### config.mk
export PLATFORM = sky130hd
export DESIGN_NAME = raster_timing
export DESIGN_NICKNAME = d
export VERILOG_FILES = /design/src/inc/raster_pkg.sv /design/src/inc/pix_if.sv /design/src/hdl/pix_buffer.sv /design/src/hdl/raster_counter.sv /design/src/hdl/raster_timing.sv
export VERILOG_INCLUDE_DIRS = /design/src /design/src/inc
export SDC_FILE = /design/constraint.sdc
export NUM_CORES = 1
export LEC_CHECK = 0
export ABC_AREA = 1
export BUFFER_PORTS_ARGS = -buffer_cell sky130_fd_sc_hd__buf_2
export CORE_MARGIN = 5
export CORE_UTILIZATION = 43
export DETAILED_ROUTE_END_ITERATION = 10
export GPL_ROUTABILITY_DRIVEN = 0
export HOLD_SLACK_MARGIN = 0.12
export PLACE_DENSITY = 0.57
export SETUP_SLACK_MARGIN = 0.5
export SLEW_MARGIN = 15
export SYNTH_ARGS = -nofsm -noshare
export SYNTH_HDL_FRONTEND = slang
export SYNTH_HIERARCHICAL = 1
export SYNTH_SLANG_ARGS = --single-unit
### constraint.sdc
create_clock -name pclk -period 4.7 [get_ports pclk]
set_clock_uncertainty 0.15 [all_clocks]
set_input_delay 0.235 -clock pclk [delete_from_list [all_inputs] [get_ports pclk]]
set_output_delay 0.235 -clock pclk [all_outputs]
set_load 0.005 [all_outputs]
### src/inc/raster_params.svh
`ifndef RASTER_PARAMS_SVH
`define RASTER_PARAMS_SVH

// ==========================================================
// Widths
`define CNT_W              12
`define HS_W               13
`define VS_W               20
`define COMP_W             24
`define ADDR_W             8

// ==========================================================
// Register byte offsets
`define OFS_CTRL           8'h00
`define OFS_CPP            8'h04
`define OFS_LINE_TOTAL     8'h08
`define OFS_HSYNC_WIDTH    8'h0C
`define OFS_LEAD_CLOCKS    8'h10
`define OFS_ACTIVE_CLOCKS  8'h14
`define OFS_FRAME_LINES    8'h18
`define OFS_VSYNC_WIDTH    8'h1C
`define OFS_LEAD_LINES     8'h20
`define OFS_ACTIVE_LINES   8'h24
`define OFS_STATUS         8'h28
`define OFS_POSITION       8'h2C

// ==========================================================
// Field positions
`define CTRL_EN_BIT        0
`define STAT_RUN_BIT       0
`define STAT_UNDERRUN_BIT  1
`define STAT_ACTIVE_BIT    2
`define POS_V_LSB          16

// ==========================================================
// Reset values
`define RST_CPP            12'h001
`define RST_LINE_TOTAL     12'h320
`define RST_HSYNC_WIDTH    13'h00C0
`define RST_LEAD_CLOCKS    12'h090
`define RST_ACTIVE_CLOCKS  12'h280
`define RST_FRAME_LINES    12'h20D
`define RST_VSYNC_WIDTH    20'h00C80
`define RST_LEAD_LINES     12'h023
`define RST_ACTIVE_LINES   12'h1E0
`define IDLE_DATA          24'h000000

`endif

### src/inc/raster_pkg.sv
`default_nettype none
`include "raster_params.svh"
package raster_pkg;
   typedef logic [`CNT_W-1:0]  cnt_t;
   typedef logic [`HS_W-1:0]   hs_width_t;
   typedef logic [`VS_W-1:0]   vs_width_t;
   typedef logic [`COMP_W-1:0] comp_t;
   typedef enum logic [0:0] {ST_IDLE, ST_RUN} state_t;
endpackage
`default_nettype wire

### src/inc/pix_if.sv
`timescale 1ns/10ps
`default_nettype none
`include "raster_params.svh"
interface pix_if;
   logic                valid;
   logic                ready;
   logic [`COMP_W-1:0]  data;
   modport src (output valid, output data, input ready);
   modport snk (input valid, input data, output ready);
endinterface
`default_nettype wire

### src/hdl/pix_buffer.sv
`timescale 1ns/10ps
`default_nettype none
`include "raster_params.svh"
module pix_buffer
(
   // Clock and reset
   input  wire logic  clk,
   input  wire logic  rst_n,
   // Fill side
   pix_if.snk         fill,
   // Drain side
   pix_if.src         drain
);
   logic [`COMP_W-1:0] mem_r [2];
   logic               wr_ptr_r;
   logic               rd_ptr_r;
   logic [1:0]         count_r;
   logic               push;
   logic               pop;

   assign fill.ready  = (count_r != 2'h2);
   assign drain.valid = (count_r != 2'h0);
   assign drain.data  = mem_r[rd_ptr_r];
   assign push        = fill.valid && fill.ready;
   assign pop         = drain.valid && drain.ready;

   // ==========================================================
   // Storage
   always_ff @(posedge clk or negedge rst_n)
   begin
      if (!rst_n)
      begin
         mem_r[0] <= '0;
         mem_r[1] <= '0;
      end
      else if (push)
         mem_r[wr_ptr_r] <= fill.data;
   end

   // ==========================================================
   // Pointers and fill level
   always_ff @(posedge clk or negedge rst_n)
   begin
      if (!rst_n)
      begin
         wr_ptr_r <= 1'b0;
         rd_ptr_r <= 1'b0;
         count_r  <= 2'h0;
      end
      else
      begin
         if (push)
            wr_ptr_r <= ~wr_ptr_r;
         if (pop)
            rd_ptr_r <= ~rd_ptr_r;
         if (push && !pop)
            count_r <= count_r + 2'h1;
         else if (pop && !push)
            count_r <= count_r - 2'h1;
      end
   end
endmodule
`default_nettype wire

### src/hdl/raster_counter.sv
`timescale 1ns/10ps
`default_nettype none
module raster_counter
#(
   parameter int W = 12
)
(
   // Clock and reset
   input  wire logic          clk,
   input  wire logic          rst_n,
   // Control
   input  wire logic          clr,
   input  wire logic          inc,
   input  wire logic [W-1:0]  last,
   // Status
   output logic      [W-1:0]  count,
   output logic               wrap
);
   assign wrap = inc && (count == last);

   // ==========================================================
   // Count with wrap at last
   always_ff @(posedge clk or negedge rst_n)
   begin
      if (!rst_n)
         count <= '0;
      else if (clr || wrap)
         count <= '0;
      else if (inc)
         count <= count + W'(1);
   end
endmodule
`default_nettype wire

### src/hdl/raster_timing.sv
`timescale 1ns/10ps
`default_nettype none
`include "raster_params.svh"
// Operation
// Each pixel spans components-per-pixel interface clocks, one component per clock.
// Each line lasts the programmed line total in interface clocks.
// Horizontal sync width is programmable in half interface clocks.
// Vertical sync width is programmable in half interface clocks.
// Leading horizontal blank lasts the programmed clocks before first active data.
// Trailing horizontal blank is line total minus lead minus active width.
// Each frame lasts the programmed line count; vsync spacing equals it.
// Leading vertical blank lasts the programmed lines before first active line.
// Trailing vertical blank is frame lines minus lead minus active lines.
// Pixel data driven only inside both active windows, idle otherwise.
module raster_timing
(
   // APB slave
   input  wire logic                pclk,
   input  wire logic                presetn,
   input  wire logic                psel,
   input  wire logic                penable,
   input  wire logic                pwrite,
   input  wire logic [`ADDR_W-1:0]  paddr,
   input  wire logic [31:0]         pwdata,
   output logic      [31:0]         prdata,
   output logic                     pready,
   output logic                     pslverr,
   // Pixel feed
   input  wire logic                feed_valid,
   input  wire raster_pkg::comp_t   feed_data,
   output logic                     feed_ready,
   // Display panel
   output raster_pkg::comp_t        pix_data,
   output logic                     pix_de,
   output logic                     pix_first,
   output logic                     hsync,
   output logic                     vsync
);
   import raster_pkg::*;

   // ==========================================================
   // Declarations
   logic        enable_r;
   cnt_t        cpp_r;
   cnt_t        line_total_r;
   hs_width_t   hs_width_r;
   cnt_t        lead_clocks_r;
   cnt_t        active_clocks_r;
   cnt_t        frame_lines_r;
   vs_width_t   vs_width_r;
   cnt_t        lead_lines_r;
   cnt_t        active_lines_r;
   logic        underrun_r;
   state_t      state_r;
   logic        run;
   logic        setup;
   logic        wr_access;
   logic        mapped;
   logic [31:0] rd_nxt;
   cnt_t        h_cnt;
   cnt_t        v_cnt;
   cnt_t        comp_cnt;
   logic        h_wrap;
   logic        v_wrap;
   logic [`CNT_W:0] h_end;
   logic [`CNT_W:0] v_end;
   logic        h_act;
   logic        v_act;
   logic        act;
   logic        line_start;
   logic        frame_start;
   logic [`HS_W:0] hs_sum;
   logic [`VS_W:0] vs_sum;
   hs_width_t   hs_full;
   vs_width_t   vs_full;
   hs_width_t   hs_left_r;
   vs_width_t   vs_left_r;
   logic        hs_r;
   logic        vs_r;
   logic        hs_neg_r;
   logic        vs_neg_r;
   comp_t       pix_data_r;
   logic        pix_de_r;
   logic        pix_first_r;
   logic        underrun_set;
   logic        underrun_clr;

   pix_if feed_if ();
   pix_if drain_if ();

   // ==========================================================
   // Feed buffer
   assign feed_if.valid = feed_valid;
   assign feed_if.data  = feed_data;
   assign feed_ready    = feed_if.ready;

   pix_buffer u_buffer
   (
      .clk   (pclk),
      .rst_n (presetn),
      .fill  (feed_if.snk),
      .drain (drain_if.src)
   );

   // ==========================================================
   // APB decode
   assign pready    = 1'b1;
   assign setup     = psel && !penable;
   assign wr_access = psel && penable && pwrite && mapped;

   always_comb
   begin
      mapped = 1'b1;
      rd_nxt = 32'h0000_0000;
      case (paddr)
         `OFS_CTRL:          rd_nxt[`CTRL_EN_BIT] = enable_r;
         `OFS_CPP:           rd_nxt[`CNT_W-1:0] = cpp_r;
         `OFS_LINE_TOTAL:    rd_nxt[`CNT_W-1:0] = line_total_r;
         `OFS_HSYNC_WIDTH:   rd_nxt[`HS_W-1:0] = hs_width_r;
         `OFS_LEAD_CLOCKS:   rd_nxt[`CNT_W-1:0] = lead_clocks_r;
         `OFS_ACTIVE_CLOCKS: rd_nxt[`CNT_W-1:0] = active_clocks_r;
         `OFS_FRAME_LINES:   rd_nxt[`CNT_W-1:0] = frame_lines_r;
         `OFS_VSYNC_WIDTH:   rd_nxt[`VS_W-1:0] = vs_width_r;
         `OFS_LEAD_LINES:    rd_nxt[`CNT_W-1:0] = lead_lines_r;
         `OFS_ACTIVE_LINES:  rd_nxt[`CNT_W-1:0] = active_lines_r;
         `OFS_STATUS:
         begin
            rd_nxt[`STAT_RUN_BIT]      = run;
            rd_nxt[`STAT_UNDERRUN_BIT] = underrun_r;
            rd_nxt[`STAT_ACTIVE_BIT]   = act;
         end
         `OFS_POSITION:
         begin
            rd_nxt[`CNT_W-1:0]                  = h_cnt;
            rd_nxt[`POS_V_LSB+`CNT_W-1:`POS_V_LSB] = v_cnt;
         end
         default:            mapped = 1'b0;
      endcase
   end

   // ==========================================================
   // APB answer, captured in the setup cycle
   always_ff @(posedge pclk or negedge presetn)
   begin
      if (!presetn)
      begin
         prdata  <= 32'h0000_0000;
         pslverr <= 1'b0;
      end
      else if (setup)
      begin
         prdata  <= pwrite ? 32'h0000_0000 : rd_nxt;
         pslverr <= !mapped;
      end
   end

   // ==========================================================
   // Configuration registers
   always_ff @(posedge pclk or negedge presetn)
   begin
      if (!presetn)
      begin
         enable_r        <= 1'b0;
         cpp_r           <= `RST_CPP;
         line_total_r    <= `RST_LINE_TOTAL;
         hs_width_r      <= `RST_HSYNC_WIDTH;
         lead_clocks_r   <= `RST_LEAD_CLOCKS;
         active_clocks_r <= `RST_ACTIVE_CLOCKS;
         frame_lines_r   <= `RST_FRAME_LINES;
         vs_width_r      <= `RST_VSYNC_WIDTH;
         lead_lines_r    <= `RST_LEAD_LINES;
         active_lines_r  <= `RST_ACTIVE_LINES;
      end
      else if (wr_access)
      begin
         case (paddr)
            `OFS_CTRL:          enable_r <= pwdata[`CTRL_EN_BIT];
            `OFS_CPP:           cpp_r <= pwdata[`CNT_W-1:0];
            `OFS_LINE_TOTAL:    line_total_r <= pwdata[`CNT_W-1:0];
            `OFS_HSYNC_WIDTH:   hs_width_r <= pwdata[`HS_W-1:0];
            `OFS_LEAD_CLOCKS:   lead_clocks_r <= pwdata[`CNT_W-1:0];
            `OFS_ACTIVE_CLOCKS: active_clocks_r <= pwdata[`CNT_W-1:0];
            `OFS_FRAME_LINES:   frame_lines_r <= pwdata[`CNT_W-1:0];
            `OFS_VSYNC_WIDTH:   vs_width_r <= pwdata[`VS_W-1:0];
            `OFS_LEAD_LINES:    lead_lines_r <= pwdata[`CNT_W-1:0];
            `OFS_ACTIVE_LINES:  active_lines_r <= pwdata[`CNT_W-1:0];
            default:            enable_r <= enable_r;
         endcase
      end
   end

   // ==========================================================
   // Run control, stops only at frame end
   assign run = (state_r == ST_RUN);

   always_ff @(posedge pclk or negedge presetn)
   begin
      if (!presetn)
         state_r <= ST_IDLE;
      else
      begin
         case (state_r)
            ST_IDLE:
               if (enable_r)
                  state_r <= ST_RUN;
            ST_RUN:
               if (!enable_r && v_wrap)
                  state_r <= ST_IDLE;
            default:
               state_r <= ST_IDLE;
         endcase
      end
   end

   // ==========================================================
   // Raster counters
   // Line length counter
   raster_counter #(.W(`CNT_W)) u_hcnt
   (
      .clk   (pclk),
      .rst_n (presetn),
      .clr   (!run),
      .inc   (run),
      .last  (line_total_r - `CNT_W'(1)),
      .count (h_cnt),
      .wrap  (h_wrap)
   );

   // Frame line counter
   raster_counter #(.W(`CNT_W)) u_vcnt
   (
      .clk   (pclk),
      .rst_n (presetn),
      .clr   (!run),
      .inc   (h_wrap),
      .last  (frame_lines_r - `CNT_W'(1)),
      .count (v_cnt),
      .wrap  (v_wrap)
   );

   // Component within pixel
   raster_counter #(.W(`CNT_W)) u_ccnt
   (
      .clk   (pclk),
      .rst_n (presetn),
      .clr   (!act),
      .inc   (act),
      .last  (cpp_r - `CNT_W'(1)),
      .count (comp_cnt),
      .wrap  ()
   );

   // ==========================================================
   // Active windows
   // Horizontal window
   assign h_end = {1'b0, lead_clocks_r} + {1'b0, active_clocks_r};
   assign h_act = (h_cnt >= lead_clocks_r) && ({1'b0, h_cnt} < h_end);
   // Vertical window
   assign v_end = {1'b0, lead_lines_r} + {1'b0, active_lines_r};
   assign v_act = (v_cnt >= lead_lines_r) && ({1'b0, v_cnt} < v_end);
   assign act   = run && h_act && v_act;

   assign line_start  = run && (h_cnt == '0);
   assign frame_start = line_start && (v_cnt == '0);

   // ==========================================================
   // Pixel output
   assign drain_if.ready = act;
   assign underrun_set   = act && !drain_if.valid;
   assign underrun_clr   = wr_access && (paddr == `OFS_STATUS) && pwdata[`STAT_UNDERRUN_BIT];

   // Data gated by both windows
   always_ff @(posedge pclk or negedge presetn)
   begin
      if (!presetn)
      begin
         pix_data_r  <= `IDLE_DATA;
         pix_de_r    <= 1'b0;
         pix_first_r <= 1'b0;
      end
      else
      begin
         pix_data_r  <= (act && drain_if.valid) ? drain_if.data : `IDLE_DATA;
         pix_de_r    <= act;
         pix_first_r <= act && (comp_cnt == '0);
      end
   end

   assign pix_data  = pix_data_r;
   assign pix_de    = pix_de_r;
   assign pix_first = pix_first_r;

   // Underrun flag, set wins over clear
   always_ff @(posedge pclk or negedge presetn)
   begin
      if (!presetn)
         underrun_r <= 1'b0;
      else
         underrun_r <= underrun_set || (underrun_r && !underrun_clr);
   end

   // ==========================================================
   // Sync pulses, whole clocks rounded up
   assign hs_sum  = {1'b0, hs_width_r} + {`HS_W'(0), 1'b1};
   assign hs_full = hs_sum[`HS_W:1];
   assign vs_sum  = {1'b0, vs_width_r} + {`VS_W'(0), 1'b1};
   assign vs_full = vs_sum[`VS_W:1];

   // Hsync width counter
   always_ff @(posedge pclk or negedge presetn)
   begin
      if (!presetn)
      begin
         hs_r      <= 1'b0;
         hs_left_r <= '0;
      end
      else if (!run)
      begin
         hs_r      <= 1'b0;
         hs_left_r <= '0;
      end
      else if (line_start)
      begin
         hs_r      <= (hs_full != '0);
         hs_left_r <= (hs_full != '0) ? hs_full - `HS_W'(1) : '0;
      end
      else if (hs_left_r != '0)
         hs_left_r <= hs_left_r - `HS_W'(1);
      else
         hs_r <= 1'b0;
   end

   // Vsync width counter, once per frame
   always_ff @(posedge pclk or negedge presetn)
   begin
      if (!presetn)
      begin
         vs_r      <= 1'b0;
         vs_left_r <= '0;
      end
      else if (!run)
      begin
         vs_r      <= 1'b0;
         vs_left_r <= '0;
      end
      else if (frame_start)
      begin
         vs_r      <= (vs_full != '0);
         vs_left_r <= (vs_full != '0) ? vs_full - `VS_W'(1) : '0;
      end
      else if (vs_left_r != '0)
         vs_left_r <= vs_left_r - `VS_W'(1);
      else
         vs_r <= 1'b0;
   end

   // ==========================================================
   // Half-clock trim on falling edge
   always_ff @(negedge pclk or negedge presetn)
   begin
      if (!presetn)
      begin
         hs_neg_r <= 1'b0;
         vs_neg_r <= 1'b0;
      end
      else
      begin
         hs_neg_r <= hs_r;
         vs_neg_r <= vs_r;
      end
   end

   // Odd widths lose the first half clock
   assign hsync = hs_width_r[0] ? (hs_r && hs_neg_r) : hs_r;
   assign vsync = vs_width_r[0] ? (vs_r && vs_neg_r) : vs_r;
endmodule
`default_nettype wire

Word-level counts from Yosys, hierarchy flattened
Index checks and enable logic that the tools add are counted.
- add/sub/neg operators: 16
- multipliers: 0
- div/mod/pow operators: 0
- $lt $le $gt $ge: 7
- equal/unequal tests: 19
- shift operators: 0
- multiplexer cells: 43
- bitwise logic cells: 5
- reduce and logical (&&, ||, !) cells: 63
- operators with widths (kind ; number):
    2-to-1 mux 24 bit ; 5
    one-hot mux 9 bit (10 select lines) ; 1
    2-to-1 mux 20 bit ; 4
    2-to-1 mux 12 bit ; 6
    2-to-1 mux 13 bit ; 4
    bitwise mux 48 bit ; 1
    nonzero test 20 bit ; 2
    subtractor 20 x 1 -> 20 bit, second input constant ; 2
    adder 12 x 1 -> 12 bit, second input constant ; 3
    == test 12 bit ; 3
    logical NOT 12 bit ; 3
    subtractor 12 x 1 -> 12 bit, second input constant ; 3
    == test 8 x 5 -> 1 bit, second input constant ; 4
    == test 8 x 6 -> 1 bit, second input constant ; 4
    2-to-1 mux 28 bit ; 1
    adder 12 x 12 -> 13 bit ; 2
    logical AND 1 bit ; 26
    less-than comparator 12 x 13 -> 1 bit ; 2
    nonzero test 13 bit ; 2
    subtractor 13 x 1 -> 13 bit, second input constant ; 2
    demux 24 bit (select 1 bit) ; 1
    greater-or-equal comparator 12 bit ; 2
    one-hot mux 2 bit (11 select lines) ; 1
    adder 20 x 1 -> 21 bit, second input constant ; 1
    other kinds (25) ; 68
- flip-flop bits (word level): 304
- latch bits: 0
- memory bits (writable): 0
- memory bits (read-only): 0
- input port bits: 70
- word-level logic and storage cells: 184
- memories kept: 0

Longest topological paths before layout
- depth after elaboration: 9
- gate-level depth with buffers: 26
- depth with buffers taken out: 24

By module
Netlist, hierarchy kept.
- modules (own cells, without submodules) (module ; instances ; cells each ; area each (sq um) ; sequential area each (sq um)):
    raster_timing ; 1 ; 1821 ; 13847.0 ; 5335.1
    raster_counter ; 3 ; 139 ; 914.6 ; 300.3
    pix_buffer ; 1 ; 319 ; 2693.8 ; 1301.2

==> impl_results.html <==
<table>
<tr><th>Metric</th><th>Value</th></tr>
<tr><th colspan="2">Timing</th></tr>
<tr><td>Worst Tran Pin Value</td><td>about 0.98 ns</td></tr>
<tr><td>Period minus WS final</td><td>about 4 ns</td></tr>
<tr><td>Final setup TNS</td><td>0 ns</td></tr>
<tr><td>Number of endpoints failing setup at the final stage</td><td>0</td></tr>
<tr><td>Setup slack of the critical path after layout</td><td>between 0.7 and 0.8 ns</td></tr>
<tr><td>Final clock period utilization by the worst path</td><td>between 80% and 90%</td></tr>
<tr><td>Headroom to the max-slew limit</td><td>a little over a third</td></tr>
<tr><td>Setup repair after global routing missed its margin</td><td>false</td></tr>
<tr><td>Highest clock rate</td><td>~260 MHz</td></tr>
<tr><td>Hold Vio Cnt, Final</td><td>0</td></tr>
<tr><td>Slew Limit Fails</td><td>0</td></tr>
<tr><th colspan="2">Route</th></tr>
<tr><td>Post-detailed-route wirelength per cell</td><td>around 18 um</td></tr>
<tr><td>Iteration count of the initial detailed-routing pass</td><td>7</td></tr>
<tr><td>DR iter-0 viols</td><td>about 1,400</td></tr>
<tr><td>Total routed wirelength</td><td>a little under 60,000 um</td></tr>
<tr><td>Antenna violation net count after detailed routing</td><td>0</td></tr>
<tr><td>DR DRC count</td><td>0</td></tr>
<tr><td>Post-detailed-route via-to-cell ratio</td><td>5.22</td></tr>
<tr><td>DR vias</td><td>~17,000</td></tr>
<tr><th colspan="2">Clock network</th></tr>
<tr><td>Clock buffer count from CTS</td><td>36</td></tr>
<tr><td>Total number of H-tree levels</td><td>2</td></tr>
<tr><td>Source-to-sink clock delay at the later pin of the worst-skew pair</td><td>~0.55 ns</td></tr>
<tr><td>Clk buf depth</td><td>3</td></tr>
<tr><td>Number of buffers inserted to repair setup after CTS</td><td>0</td></tr>
<tr><td>Clock-pin transition on the worst setup and hold timing paths</td><td>0.06 ns</td></tr>
<tr><td>Sink count of the clock tree</td><td>300</td></tr>
<tr><td>Clock tree from TritonCTS</td><td>yes</td></tr>
<tr><td>CTS Root Cell</td><td>clkbuf_16</td></tr>
<tr><th colspan="2">Synth</th></tr>
<tr><td>Number of warning messages in the yosys log</td><td>6</td></tr>
<tr><td>Cell area after synthesis</td><td>19,300 um2</td></tr>
<tr><td>Post-Syn Instances</td><td>~2,600</td></tr>
<tr><td>Syn Area/Cell</td><td>7.54 um2</td></tr>
<tr><th colspan="2">Global route</th></tr>
<tr><td>Antenna violations before repair</td><td>0</td></tr>
<tr><td>Global-route wire length before repair</td><td>between 90,000 and 100,000 um</td></tr>
<tr><td>Largest net degree at the start of global routing</td><td>71</td></tr>
<tr><td>GR met3 Demand/Resource</td><td>around 4%</td></tr>
<tr><td>Number of global-route vias before repair</td><td>16,800</td></tr>
<tr><td>Global Route Usage Sum</td><td>23.7%</td></tr>
<tr><td>Met1 routing resource usage after global routing</td><td>roughly 34%</td></tr>
<tr><td>GRT met2 Usage</td><td>between 30% and 40%</td></tr>
<tr><td>Overall overflow remaining after global route</td><td>0</td></tr>
<tr><td>Global-route layer with the greatest usage</td><td>met2</td></tr>
<tr><th colspan="2">Power</th></tr>
<tr><td>Power density over the cells</td><td>approximately 370 nW/um2</td></tr>
<tr><td>Worst-case vdd ir drop</td><td>around 0.00035 V</td></tr>
<tr><td>Final total power</td><td>between 8 and 9 mW</td></tr>
<tr><td>Leakage power figure</td><td>between 10 and 15 nW</td></tr>
<tr><th colspan="2">Layout</th></tr>
<tr><td>Filler-free cell count of the finished design</td><td>~3,300</td></tr>
<tr><td>Fraction of layout cells with a size suffix above 1</td><td>between 10 and 15%</td></tr>
<tr><td>Final core area utilization</td><td>49.6%</td></tr>
<tr><td>Number of nets in the finished design</td><td>between 2,000 and 3,000</td></tr>
<tr><td>Synth-to-layout area growth</td><td>14.1%</td></tr>
<tr><td>Ant diodes</td><td>0</td></tr>
<tr><th colspan="2">Worst setup path</th></tr>
<tr><td>Critical path required time</td><td>4.32 ns</td></tr>
<tr><td>Critical path launch point type</td><td>flop</td></tr>
<tr><td>CP Class</td><td>reg2out</td></tr>
<tr><td>Kind of end point of the critical path</td><td>primary output</td></tr>
<tr><td>Cell with the largest stage delay on the worst path</td><td>dfrtn_1</td></tr>
<tr><td>Critical Path AT</td><td>approximately 3.5 ns</td></tr>
<tr><td>Peak per-stage delay on the critical path</td><td>roughly 0.4 ns</td></tr>
<tr><td>Cell seen most often among critical-path stages</td><td>nor2_1</td></tr>
<tr><td>Largest fanout of any net on the critical path</td><td>1</td></tr>
<tr><td>Sequence of cells on the critical path</td><td>nor2_1 &gt; nor2_1 &gt; buf_2</td></tr>
<tr><th colspan="2">Die</th></tr>
<tr><td>FP Rows</td><td>77</td></tr>
<tr><td>Starting Density</td><td>between 40% and 50%</td></tr>
<tr><td>Area of the core</td><td>about 44,000 um2</td></tr>
<tr><td>DIE AREA</td><td>slightly below 50,000 um2</td></tr>
<tr><td>Horizontal die dimension</td><td>between 200 and 250 um</td></tr>
<tr><td>Height of the chip</td><td>around 220 um</td></tr>
<tr><td>IO Count</td><td>between 100 and 150</td></tr>
<tr><th colspan="2">Min path</th></tr>
<tr><td>Worst hold path type</td><td>in2reg</td></tr>
<tr><th colspan="2">Run</th></tr>
<tr><td>Max Cap Viol</td><td>0</td></tr>
<tr><th colspan="2">Place</th></tr>
<tr><td># port buffers</td><td>roughly 120</td></tr>
<tr><td>Dpl ws</td><td>0.430 ns</td></tr>
<tr><td>Half-perimeter wire length after placement</td><td>42,300 um</td></tr>
<tr><td>Number of cells after detailed placement</td><td>between 3,000 and 4,000</td></tr>
<tr><th colspan="2">Status</th></tr>
<tr><td>Outcome</td><td>complete, no violations</td></tr>
</table>
[power breakdown]
| group | total, mW | switching [mW] | internal (mW) |
|---|---|---|---|
| combinational | 1.79 | 1.14 | 0.652 |
| clock | 2.95 | 1.16 | 1.79 |
| sequential | 3.31 | 0.359 | 2.95 |
[cell type report]
type / count / area [um2]
sequential: 300 / 7540
multi-input combinational: 1859 / 10100
fill: 4405 / 22300
clock inverter: 19 / 236
timing repair buffer: 177 / 1180
clock buffer: 47 / 1000
tap: 592 / 741
inverter: 327 / 1230
[worst paths after layout]
kind	from	to	slack, ns	depth (start not counted)
worst max-delay path	hs_neg_r	hsync	0.78	3
min in group asynchronous	presetn	lead_clocks_r[4]	0.20	2
max in group asynchronous	presetn	vs_neg_r	1.98	2
worst max register to register	lead_lines_r[0]	u_ccnt/count[9]	0.79	23
worst min-delay path	pwdata[3]	hs_width_r[3]	0.17	3
worst min register to register	u_buffer/mem_r[2]	u_buffer/mem_r[2]	0.32	2
[layout by cell type (no fill, tap or decap), types with 16 or more instances in the layout]
| cell | n |
|---|---|
| dfstp_2 | 24 |
| nor3_1 | 26 |
| a221oi_1 | 21 |
| o21ai_0 | 165 |
| xnor2_1 | 25 |
| dlygate4sd3_1 | 45 |
| nor2_1 | 209 |
| a21oi_1 | 75 |
| o22ai_1 | 19 |
| buf_4 | 16 |
| nor2_2 | 55 |
| nand4_1 | 82 |
| inv_1 | 307 |
| buf_2 | 114 |
| nand2_2 | 57 |
| nand3_1 | 100 |
| nand2_1 | 711 |
| clkbuf_16 | 37 |
| dfrtp_1 | 274 |
| xor2_1 | 95 |
| ha_1 | 84 |
[what timing repair did]
| action | in CTS | in global routing |
|---|---|---|
| endpoints found under the setup margin | 30 | 38 |
| hold buffers | 46 | 0 |
| gates resized for setup | 2 | 15 |
| endpoints found under the hold margin | 190 | 0 |
[per-layer routing]
| metal | share of wire [%] | vias up |
|---|---|---|
| li1 | - | 8539 |
| met1 | 45 | 8182 |
| met4 | 3.4 | 0 |
| met5 | 0 | - |
| met2 | 45 | 517 |
| met3 | 6.6 | 108 |
[critical path, delay by kind of cell, from the launching register on]
family,cells,cell delay (ns)
buffers and inverters,1,0.12
DFF,1,0.40
and+or+nand+nor,2,0.13
[state kept, by name (all words and copies together) (netlist names), 13 cells and up]
| signal | cells |
|---|---|
| hs_width_r | 13 |
| u_buffer/mem_r | 48 |
| pix_data | 24 |
| hs_left_r | 13 |
| vs_width_r | 20 |
| prdata | 28 |
| vs_left_r | 20 |
[through the flow]
stage | instance area (um2) | hold slack [ns]
3_5_place_dp | 20200 | 0.0634
6_report | 22000 | 0.168
2_1_floorplan | 19300 | -0.211
4_1_cts | 22000 | 0.120
5_1_grt | 22000 | 0.177
3_3_place_gp | 20200 | 0.0532
No activity file was read; power rests on OpenSTA's default activity.
